--- src/rtl/oslk_pkg.sv ---
// Shared constants for the one-shot start link block
package oslk_pkg;
  localparam int          DATA_W        = 32;
  localparam int          FLAG_N        = 8;
  localparam int          CH1_MATCH_N   = 6;
  localparam int          ADDR_W        = 4;
  // Byte addresses of the word registers
  localparam logic [3:0]  OFS_START     = 4'h0;
  localparam logic [3:0]  OFS_LINK      = 4'h4;
  localparam logic [3:0]  OFS_MODE      = 4'h8;
  // Flag positions, letter H at the top
  localparam int          BIT_FLAG_H    = 7;
  localparam int          BIT_FLAG_G    = 6;
  localparam int          BIT_FLAG_A    = 0;
  // Reset values
  localparam logic [7:0]  RST_START     = 8'h00;
  localparam logic [7:0]  RST_LINK      = 8'h00;
  localparam logic [7:0]  RST_MODE      = 8'h00;
  localparam logic [31:0] RDATA_UNMAP   = 32'h0000_0000;
  // Byte lane that carries the 8-bit registers
  localparam int          LANE_LOW      = 0;
endpackage

--- src/rtl/oslk_bus_if.sv ---
// Register access strobes between the bus front end and the core
`timescale 1ns/1ns
interface oslk_bus_if;
  logic                        wr_stb;
  logic [oslk_pkg::ADDR_W-1:0] addr;
  logic [oslk_pkg::DATA_W-1:0] wdata;
  logic [3:0]                  be;
  logic [oslk_pkg::DATA_W-1:0] rdata;

  modport front
  (
    output wr_stb,
    output addr,
    output wdata,
    output be,
    input  rdata
  );
  modport core
  (
    input  wr_stb,
    input  addr,
    input  wdata,
    input  be,
    output rdata
  );
endinterface

--- src/rtl/oslk_avs.sv ---
// Avalon-MM slave front end with one wait cycle per access
`timescale 1ns/1ns
module oslk_avs
(
  input  wire logic                        clk,
  input  wire logic                        rst_n,
  input  wire logic [oslk_pkg::ADDR_W-1:0] address,
  input  wire logic                        read,
  input  wire logic                        write,
  input  wire logic [oslk_pkg::DATA_W-1:0] writedata,
  input  wire logic [3:0]                  byteenable,
  output logic [oslk_pkg::DATA_W-1:0]      readdata,
  output logic                             waitrequest,
  oslk_bus_if.front                        bus
);
  typedef struct packed
  {
    logic                        wait_r;
    logic [oslk_pkg::DATA_W-1:0] rdata_r;
  } oslk_avs_st_t;

  oslk_avs_st_t st_r;
  oslk_avs_st_t st_nxt;
  logic         req;

  assign req         = read | write;
  assign readdata    = st_r.rdata_r;
  assign waitrequest = st_r.wait_r;
  // Write lands only on the edge where the master sees waitrequest low
  assign bus.wr_stb  = write & ~st_r.wait_r;
  assign bus.addr    = address;
  assign bus.wdata   = writedata;
  assign bus.be      = byteenable;

  always_comb
  begin
    st_nxt        = st_r;
    st_nxt.wait_r = 1'b1;
    if (req && st_r.wait_r)
    begin
      st_nxt.wait_r = 1'b0;
      if (read)
      begin
        st_nxt.rdata_r = bus.rdata;
      end
    end
  end

  always_ff @(posedge clk)
  begin
    if (!rst_n)
    begin
      st_r.wait_r  <= 1'b1;
      st_r.rdata_r <= oslk_pkg::RDATA_UNMAP;
    end
    else
    begin
      st_r <= st_nxt;
    end
  end
endmodule

--- src/rtl/oslk_route.sv ---
// Compare-match routing onto the start flags
`timescale 1ns/1ns
module oslk_route
(
  input  wire logic [oslk_pkg::CH1_MATCH_N-1:0] ch1_match,
  input  wire logic                             ch2_match_a,
  input  wire logic                             ch2_match_b,
  input  wire logic [oslk_pkg::FLAG_N-1:0]      link_enable,
  input  wire logic [oslk_pkg::FLAG_N-1:0]      offset_mode,
  output logic [oslk_pkg::FLAG_N-1:0]           hw_set
);
  logic [oslk_pkg::FLAG_N-1:0] raw_match;

  assign raw_match = {ch2_match_b, ch2_match_a, ch1_match};

  // Plain one-shot mode ignores matches; only software starts counters
  genvar i;
  generate
    for (i = 0; i < oslk_pkg::FLAG_N; i++)
    begin : g_route
      assign hw_set[i] = raw_match[i] & link_enable[i] & offset_mode[i];
    end
  endgenerate
endmodule

--- src/rtl/oslk_top.sv ---
// Start flags and compare link register of the one-shot down-counters
`timescale 1ns/1ns
module oslk_top
#(
  parameter int ADDR_W = oslk_pkg::ADDR_W,
  parameter int FLAG_N = oslk_pkg::FLAG_N
)
(
  input  wire logic                             CLK_SYS,
  input  wire logic                             RST_N,
  input  wire logic [ADDR_W-1:0]                AVS_ADDRESS,
  input  wire logic                             AVS_READ,
  input  wire logic                             AVS_WRITE,
  input  wire logic [oslk_pkg::DATA_W-1:0]      AVS_WRITEDATA,
  input  wire logic [3:0]                       AVS_BYTEENABLE,
  output logic [oslk_pkg::DATA_W-1:0]           AVS_READDATA,
  output logic                                  AVS_WAITREQUEST,
  input  wire logic [oslk_pkg::CH1_MATCH_N-1:0] CH1_MATCH,
  input  wire logic                             CH2_MATCH_A,
  input  wire logic                             CH2_MATCH_B,
  input  wire logic [FLAG_N-1:0]                UNDERFLOW,
  input  wire logic                             HW_STANDBY,
  input  wire logic                             SW_STANDBY,
  output logic [FLAG_N-1:0]                     START_FLAGS
);
  // Refused at elaboration: the register map fixes both widths
  if (ADDR_W != oslk_pkg::ADDR_W || FLAG_N != oslk_pkg::FLAG_N)
  begin : g_width_check
    $error("oslk_top: address and flag widths are fixed by the register map");
  end

  typedef struct packed
  {
    logic [FLAG_N-1:0] start_flags_r;
    logic [FLAG_N-1:0] link_enable_r;
    logic [FLAG_N-1:0] offset_mode_r;
    logic              hwsb_meta_r;
    logic              hwsb_sync_r;
  } oslk_top_st_t;

  oslk_top_st_t      st_r;
  oslk_top_st_t      st_nxt;
  logic [FLAG_N-1:0] hw_set;
  logic [FLAG_N-1:0] sw_set;
  logic [FLAG_N-1:0] set_any;
  logic              standby;
  logic              lane_wr;
  logic              wr_start;
  logic              wr_link;
  logic              wr_mode;

  oslk_bus_if bus ();

  oslk_avs u_avs
  (
    .clk         (CLK_SYS),
    .rst_n       (RST_N),
    .address     (AVS_ADDRESS),
    .read        (AVS_READ),
    .write       (AVS_WRITE),
    .writedata   (AVS_WRITEDATA),
    .byteenable  (AVS_BYTEENABLE),
    .readdata    (AVS_READDATA),
    .waitrequest (AVS_WAITREQUEST),
    .bus         (bus.front)
  );

  oslk_route u_route
  (
    .ch1_match   (CH1_MATCH),
    .ch2_match_a (CH2_MATCH_A),
    .ch2_match_b (CH2_MATCH_B),
    .link_enable (st_r.link_enable_r),
    .offset_mode (st_r.offset_mode_r),
    .hw_set      (hw_set)
  );

  // The pin standby level is synchronised; the software one is on-chip logic
  assign standby = st_r.hwsb_sync_r | SW_STANDBY;

  // Registers are 8 bits wide, so only the low byte lane writes them
  assign lane_wr  = bus.wr_stb & bus.be[oslk_pkg::LANE_LOW];
  assign wr_start = lane_wr && (bus.addr == oslk_pkg::OFS_START);
  assign wr_link  = lane_wr && (bus.addr == oslk_pkg::OFS_LINK);
  assign wr_mode  = lane_wr && (bus.addr == oslk_pkg::OFS_MODE);

  // A written zero has no effect on a flag
  assign sw_set  = wr_start ? bus.wdata[FLAG_N-1:0] : '0;
  assign set_any = sw_set | hw_set;

  // Flags drive the counters directly; a counter decrements only while its flag is 1
  assign START_FLAGS = st_r.start_flags_r;

  always_comb
  begin
    bus.rdata = oslk_pkg::RDATA_UNMAP;
    unique case (bus.addr)
      oslk_pkg::OFS_START: bus.rdata[FLAG_N-1:0] = st_r.start_flags_r;
      oslk_pkg::OFS_LINK:  bus.rdata[FLAG_N-1:0] = st_r.link_enable_r;
      oslk_pkg::OFS_MODE:  bus.rdata[FLAG_N-1:0] = st_r.offset_mode_r;
      default:             bus.rdata = oslk_pkg::RDATA_UNMAP;
    endcase
  end

  always_comb
  begin
    st_nxt             = st_r;
    st_nxt.hwsb_meta_r = HW_STANDBY;
    st_nxt.hwsb_sync_r = st_r.hwsb_meta_r;
    // Set wins over the underflow clear in the same cycle
    st_nxt.start_flags_r = set_any | (st_r.start_flags_r & ~UNDERFLOW);
    if (wr_link)
    begin
      st_nxt.link_enable_r = bus.wdata[FLAG_N-1:0];
    end
    if (wr_mode)
    begin
      st_nxt.offset_mode_r = bus.wdata[FLAG_N-1:0];
    end
    // Standby overrides every set source, including a pending bus write
    if (standby)
    begin
      st_nxt.start_flags_r = oslk_pkg::RST_START;
      st_nxt.link_enable_r = oslk_pkg::RST_LINK;
    end
  end

  always_ff @(posedge CLK_SYS)
  begin
    if (!RST_N)
    begin
      st_r.start_flags_r <= oslk_pkg::RST_START;
      st_r.link_enable_r <= oslk_pkg::RST_LINK;
      st_r.offset_mode_r <= oslk_pkg::RST_MODE;
      st_r.hwsb_meta_r   <= 1'b0;
      st_r.hwsb_sync_r   <= 1'b0;
    end
    else
    begin
      st_r <= st_nxt;
    end
  end
endmodule

--- config.mk ---
export PLATFORM = sky130hd
export DESIGN_NAME = oslk_top
export DESIGN_NICKNAME = d
export VERILOG_FILES = /design/src/rtl/oslk_pkg.sv /design/src/rtl/oslk_bus_if.sv /design/src/rtl/oslk_avs.sv /design/src/rtl/oslk_route.sv /design/src/rtl/oslk_top.sv
export SDC_FILE = /design/constraint.sdc
export NUM_CORES = 1
export LEC_CHECK = 0
export ABC_AREA = 0
export BUFFER_PORTS_ARGS = -buffer_cell sky130_fd_sc_hd__buf_2
export CAP_MARGIN = 20
export CORE_ASPECT_RATIO = 0.5
export CORE_MARGIN = 2
export CORE_UTILIZATION = 23
export DETAILED_ROUTE_END_ITERATION = 7
export GPL_TIMING_DRIVEN = 1
export PLACE_DENSITY = 0.52
export SYNTH_ARGS = -nofsm -noshare
export SYNTH_HDL_FRONTEND = slang
export SYNTH_SLANG_ARGS = --single-unit
--- constraint.sdc ---
create_clock -name CLK_SYS -period 3.6 [get_ports CLK_SYS]
set_input_delay 0.36 -clock CLK_SYS [delete_from_list [all_inputs] [get_ports CLK_SYS]]
set_output_delay 0.36 -clock CLK_SYS [all_outputs]
set_load 0.01 [all_outputs]
==> impl_metrics.ini, run 1 <==
[detailed_routing]
vias_per_cell = 4.48
drt_iter0_markers = 111
dr.pass1.iters = 4
ant_nets = 0
drc = 0
routedWlPerCell_um = 12.7
vias = 1574
wirelength_um = 4460

[floorplan]
start_util_pct = 24.2
io_pins = 103
dieArea_um2 = 8640
die_h_um = 66.7
die_w_um = 129
rows = 22
coreArea_um2 = 7490

[hold_path]
hold_path_depth = 2
hold_end = st_nxt[0]
min_from = HW_STANDBY
hold_class = in2reg

[synthesis]
yosysWarnings = 0
yosys-top-cells-area = dfxtp_1, buf_4, nand3_1, o21ai_1, a21oi_1
yosysSeqAreaShare_pct = 38.7
synth-seq-cells = 35
synth.distinct_cells = 30
yosysTopAreaCellShare_pct = 38.7
synth_top_area_cell = dfxtp_1
avgSynthCellArea_um2 = 8.79
synth.cell_area_um2 = 1810
ys.flop_type = dfxtp_1
post-synth-top-count-cell = dfxtp_1
async_flop_share_pct = 0
synth_edf_count = 0
synthCells = 206
ys_top_cells_by_count = dfxtp_1, buf_4, nand3_1

[worst_setup_path]
crit_fanout = 14
critPathMaxStageDelay_ns = 0.80
r2r-start = u_avs.waitrequest
worstReg2RegEnd = START_FLAGS[4]
r2r_setup_slack_ns = 2.02
crit_chain = buf_2 > nor4_4 > a222oi_1 > o21ai_0
cp_slowest_cell = nor4_4
r2r_cells = 3
cp_data_required_time_ns = 3.79
cp.arrival_ns = 1.79
startpoint_type = input pin
path_class = in2reg
critPathCaptureType = flop

[power_and_ir_drop]
p_leak_nw = 0.831
peakVddDrop_uv = 176
powerDensity_nw_per_um2 = 427

[global_routing]
grt_pass1_vias = 1445
top_usage_layer = met2
grt_usage_pct = 10.7
groute.layer.met3.usage_pct = 2.33
grt_max_degree = 25
grt_pass1_wl_um = 7090
use_met1_pct = 13.0
gr-usage-met2_pct = 18.8
antenna_found_initial = 0
grt_overflow = 0

[timing]
finalSetupViolations = 0
worst_slew_pin_slew_ns = 0.880
holdWs_ns = 0.297
rsz0062_at_grt = false
finalSetupTns_ns = 0
finalCritPeriodShare_pct = 44.2
relSlewSlack_pct = 40.8
drv_slew = 0
period_minus_slack_ns = 1.59
max_freq_mhz = 628
clock_skew_ns = 0.00381
hold_viol = 0

[cells_and_area]
drive_above_1_share_pct = 25.9
nFillCells = 798
antenna_cells = 0
layout.nets = 304
syn_to_final_growth_pct = 17.1

[clocking]
path_clk_slew_ns = 0.05
cts_tree = yes
postCtsSetupRepairBufs = 0
cts.htree.levels = 2
clkLatencyLatePin_ns = 0.27
postCtsHoldBufs = 0
cts.sinks = 35
ctsRootBufferMaster = clkbuf_16
cts_made_buffers = 5
clockBufferDepth = 2
post_cts_resized = 0

[job]
cap_violations = 0

[placed_design]
numPortBuffers = 51
globalplace.congestion = 0.753
hpwlAfterDp_um = 3180

[status]
outcome = complete, no violations
-- worst max path at each step --
stage                       from                end  slack, ns  depth (start not counted)
2_1_floorplan     AVS_ADDRESS[3]           st_r[10]       2.16                          5
3_3_place_gp      AVS_ADDRESS[3]  u_avs.readdata[7]       1.76                          4
3_5_place_dp      AVS_ADDRESS[3]  u_avs.readdata[7]       1.76                          4
4_1_cts        u_avs.waitrequest     START_FLAGS[4]       2.03                          3
5_1_grt        u_avs.waitrequest     START_FLAGS[7]       1.91                          3
6_report          AVS_ADDRESS[3]  u_avs.readdata[7]       2.01                          4
-- critical path: cells and delay by family --
kind,cells,cell delay (ns)
AND/OR/NAND/NOR,1,0.80
buffers and inverters,1,0.18
AO/OA/AOI/OAI,2,0.44
-- cells in the final DEF, fill, tap and decap left out --
| cell | instances |
|---|---|
| a222oi_1 | 6 |
| o21ai_0 | 4 |
| clkbuf_16 | 5 |
| nand3_1 | 24 |
| o211ai_1 | 1 |
| a21boi_0 | 2 |
| nand2_1 | 9 |
| a22oi_1 | 2 |
| a21oi_1 | 16 |
| clkbuf_8 | 2 |
| or4b_1 | 2 |
| dfxtp_1 | 35 |
| o21ai_1 | 20 |
| and3b_1 | 1 |
| a21boi_1 | 8 |
| inv_1 | 8 |
| nor2_1 | 2 |
| nor3_1 | 1 |
| conb_1 | 24 |
| a32oi_1 | 8 |
| nor2b_1 | 2 |
| clkbuf_1 | 1 |
| nor4_4 | 1 |
| nor4b_4 | 2 |
| mux2_2 | 2 |
| buf_2 | 51 |
| and2_1 | 2 |
| nand4_1 | 1 |
| nand3b_1 | 1 |
-- through the flow --
step | std cells | worst slack (ns) | area [µm²] | total power, mW | util, %
floorplan | 229 | 2.16 | 1900 | 0.465 | -
global placement | 343 | 1.76 | 1960 | 0.471 | 26.2
detailed placement | 343 | 1.76 | 1960 | 0.473 | 26.2
CTS | 351 | 2.03 | 2120 | 0.914 | 28.3
global route | 351 | 1.91 | 2120 | 0.943 | 28.3
finish | 351 | 2.01 | 2120 | 0.905 | 28.3
-- cell type report --
type / instances / area [µm²] / share of cell area [%]
timing repair buffer: 51 / 255 / 12.0
inverter: 8 / 30.0 / 1.42
sequential: 35 / 701 / 33.0
clock buffer: 8 / 156 / 7.37
multi-input combinational: 141 / 843 / 39.8
tap: 108 / 135 / 6.37
-- metal layers --
| layer | up-vias | part of all wire [%] | wire length [µm] |
|---|---|---|---|
| met5 | - | 0 | 0 |
| met4 | 0 | 1.4 | 61 |
| met3 | 7 | 6.1 | 272 |
| met2 | 61 | 48 | 2130 |
| met1 | 737 | 45 | 2000 |
| li1 | 769 | - | - |
-- flip-flops by register name, indices dropped and copies added, names as in the netlist --
name               cells
st_nxt                 1
st_r                  17
u_avs.waitrequest      1
u_avs.readdata         8
START_FLAGS            8
-- report_power, final --
group / total, mW / internal, mW / switching, mW
Combinational: 0.0733 / 0.0231 / 0.0502
Sequential: 0.392 / 0.390 / 0.00161
Clock: 0.440 / 0.294 / 0.146
Total: 0.905 / 0.707 / 0.198
-- kinds of logic (layout without fill, tap and decap cells) --
group / Yosys count / after routing / synth area share (%)
flip-flops: 35 / 35 / 38.7
multiplexers: 2 / 2 / 1.24
buffers and inverters: 53 / 67 / 19.5
AO/OA/AOI/OAI: 67 / 67 / 23.6
other: 1 / 24 / 0.207
AND/OR/NAND/NOR: 48 / 48 / 16.7
Note: power is estimated with default switching activity, not from simulation.
==> inputs of run 2 (changes only) <==
PLACE_DENSITY = 0.54   (was 0.52)
clock period = 1.4 ns   (was 3.6 ns; I/O delays follow)
==> impl_metrics.ini, run 2 (same netlist as run 1, synthesis figures left out) <==
[status]
outcome = complete, no violations

[floorplan]
coreArea_um2 = 7490
io_pins = 103
die_w_um = 129
start_util_pct = 24.2
rows = 22
dieArea_um2 = 8640
die_h_um = 66.7

[clocking]
cts.htree.levels = 2
cts_tree = yes
clockBufferDepth = 2
post_cts_resized = 0
cts_made_buffers = 5
clkLatencyLatePin_ns = 0.28
path_clk_slew_ns = 0.05
ctsRootBufferMaster = clkbuf_16
cts.sinks = 35
postCtsSetupRepairBufs = 0
postCtsHoldBufs = 0

[timing]
rsz0062_at_grt = false
drv_slew = 0
setup_slack_ns = 0.301
relSlewSlack_pct = 63.0
hold_viol = 0
period_minus_slack_ns = 1.10
finalSetupViolations = 0
finalSetupTns_ns = 0
clock_skew_ns = 0.00455
finalCritPeriodShare_pct = 78.5
max_freq_mhz = 910
worst_slew_pin_slew_ns = 0.553

[cells_and_area]
drive_above_1_share_pct = 31.3
layout_commonest_cell = buf_2
top_register = st_r
layout.nets = 323
regArea_um2 = 701
antenna_cells = 0
syn_to_final_growth_pct = 25.7
mostFrequentLayoutCells = buf_2, dfxtp_1, nand3_1, conb_1, o21ai_1
largest_reg_flops = 17
nFillCells = 779
multiInputGateArea_um2 = 843

[worst_setup_path]
startpoint_type = flop
path_delay_family = simple AND/OR/NAND/NOR gates
cp_data_required_time_ns = 1.61
path_class = reg2reg
crit_buf_inv = 1
cp_slowest_cell = dfxtp_1
crit_fanout = 24
critPathCaptureType = flop
cp.arrival_ns = 1.31
crit_chain = and3b_1 > buf_12 > nand3_1 > a21oi_1
critPathMaxStageDelay_ns = 0.34

[detailed_routing]
drc = 0
wirelength_um = 4660
dr.pass1.iters = 5
ant_nets = 0
routedWlPerCell_um = 12.6
vias_per_cell = 4.35
vias = 1610
drt_iter0_markers = 178

[global_routing]
antenna_found_initial = 0
grt_overflow = 0
grt_max_degree = 25
grt_usage_pct = 11.2
grt_pass1_wl_um = 7500
grt_pass1_vias = 1597

[placed_design]
post-place-ws_ns = 0.0235
numPortBuffers = 51
hpwlAfterDp_um = 3430
globalplace.congestion = 0.743

[power_and_ir_drop]
p_leak_nw = 0.927
peakVddDrop_uv = 539
powerDensity_nw_per_um2 = 1050
totalPowerFinal_mw = 2.39

[hold_path]
hold_class = in2reg

[job]
cap_violations = 0
[run 2: area by class of cell]
type	count	area share (%)
clock buffers	8	6.87
inverters	8	1.32
multi-input cells	141	37.1
flip-flops and latches	35	30.8
well taps	108	5.94
repair buffers	70	18.0
[run 2: worst paths after layout]
check | start | endpoint | slack, ns | cells past startpoint
hold reg to reg | st_nxt[0] | st_r[0] | 0.43 | 1
setup / recovery | u_avs.waitrequest | START_FLAGS[6] | 0.30 | 4
hold / removal | HW_STANDBY | st_nxt[0] | 0.06 | 2
setup reg to reg | u_avs.waitrequest | START_FLAGS[6] | 0.30 | 4
[run 2: through the flow]
step                      area [µm²]  std cells  utilization [%]  hold slack, ns
after detailed placement        2120        362             28.3           0.350
after global placement          2120        362             28.3           0.345
after global routing            2280        370             30.4          0.0714
after floorplan                 1900        229                -           0.256
after CTS                       2280        370             30.4          0.0618
final                           2280        370             30.4          0.0623
[run 2: report_power, final]
group / internal, mW / leakage, nW / switching, mW
registers: 1.00 / 0.283 / 0.00409
clock network: 0.757 / 0.0772 / 0.397
logic: 0.0892 / 0.568 / 0.136
total: 1.85 / 0.927 / 0.538
[run 2: per-layer routing]
| layer | vias to the layer above | wire [µm] | global-route usage (%) |
|---|---|---|---|
| met2 | 50 | 2200 | 20.0 |
| met1 | 750 | 2120 | 13.0 |
| met5 | - | 0 | 0 |
| met4 | 0 | 74 | 4.97 |
| met3 | 7 | 265 | 2.73 |
| li1 | 803 | - | - |
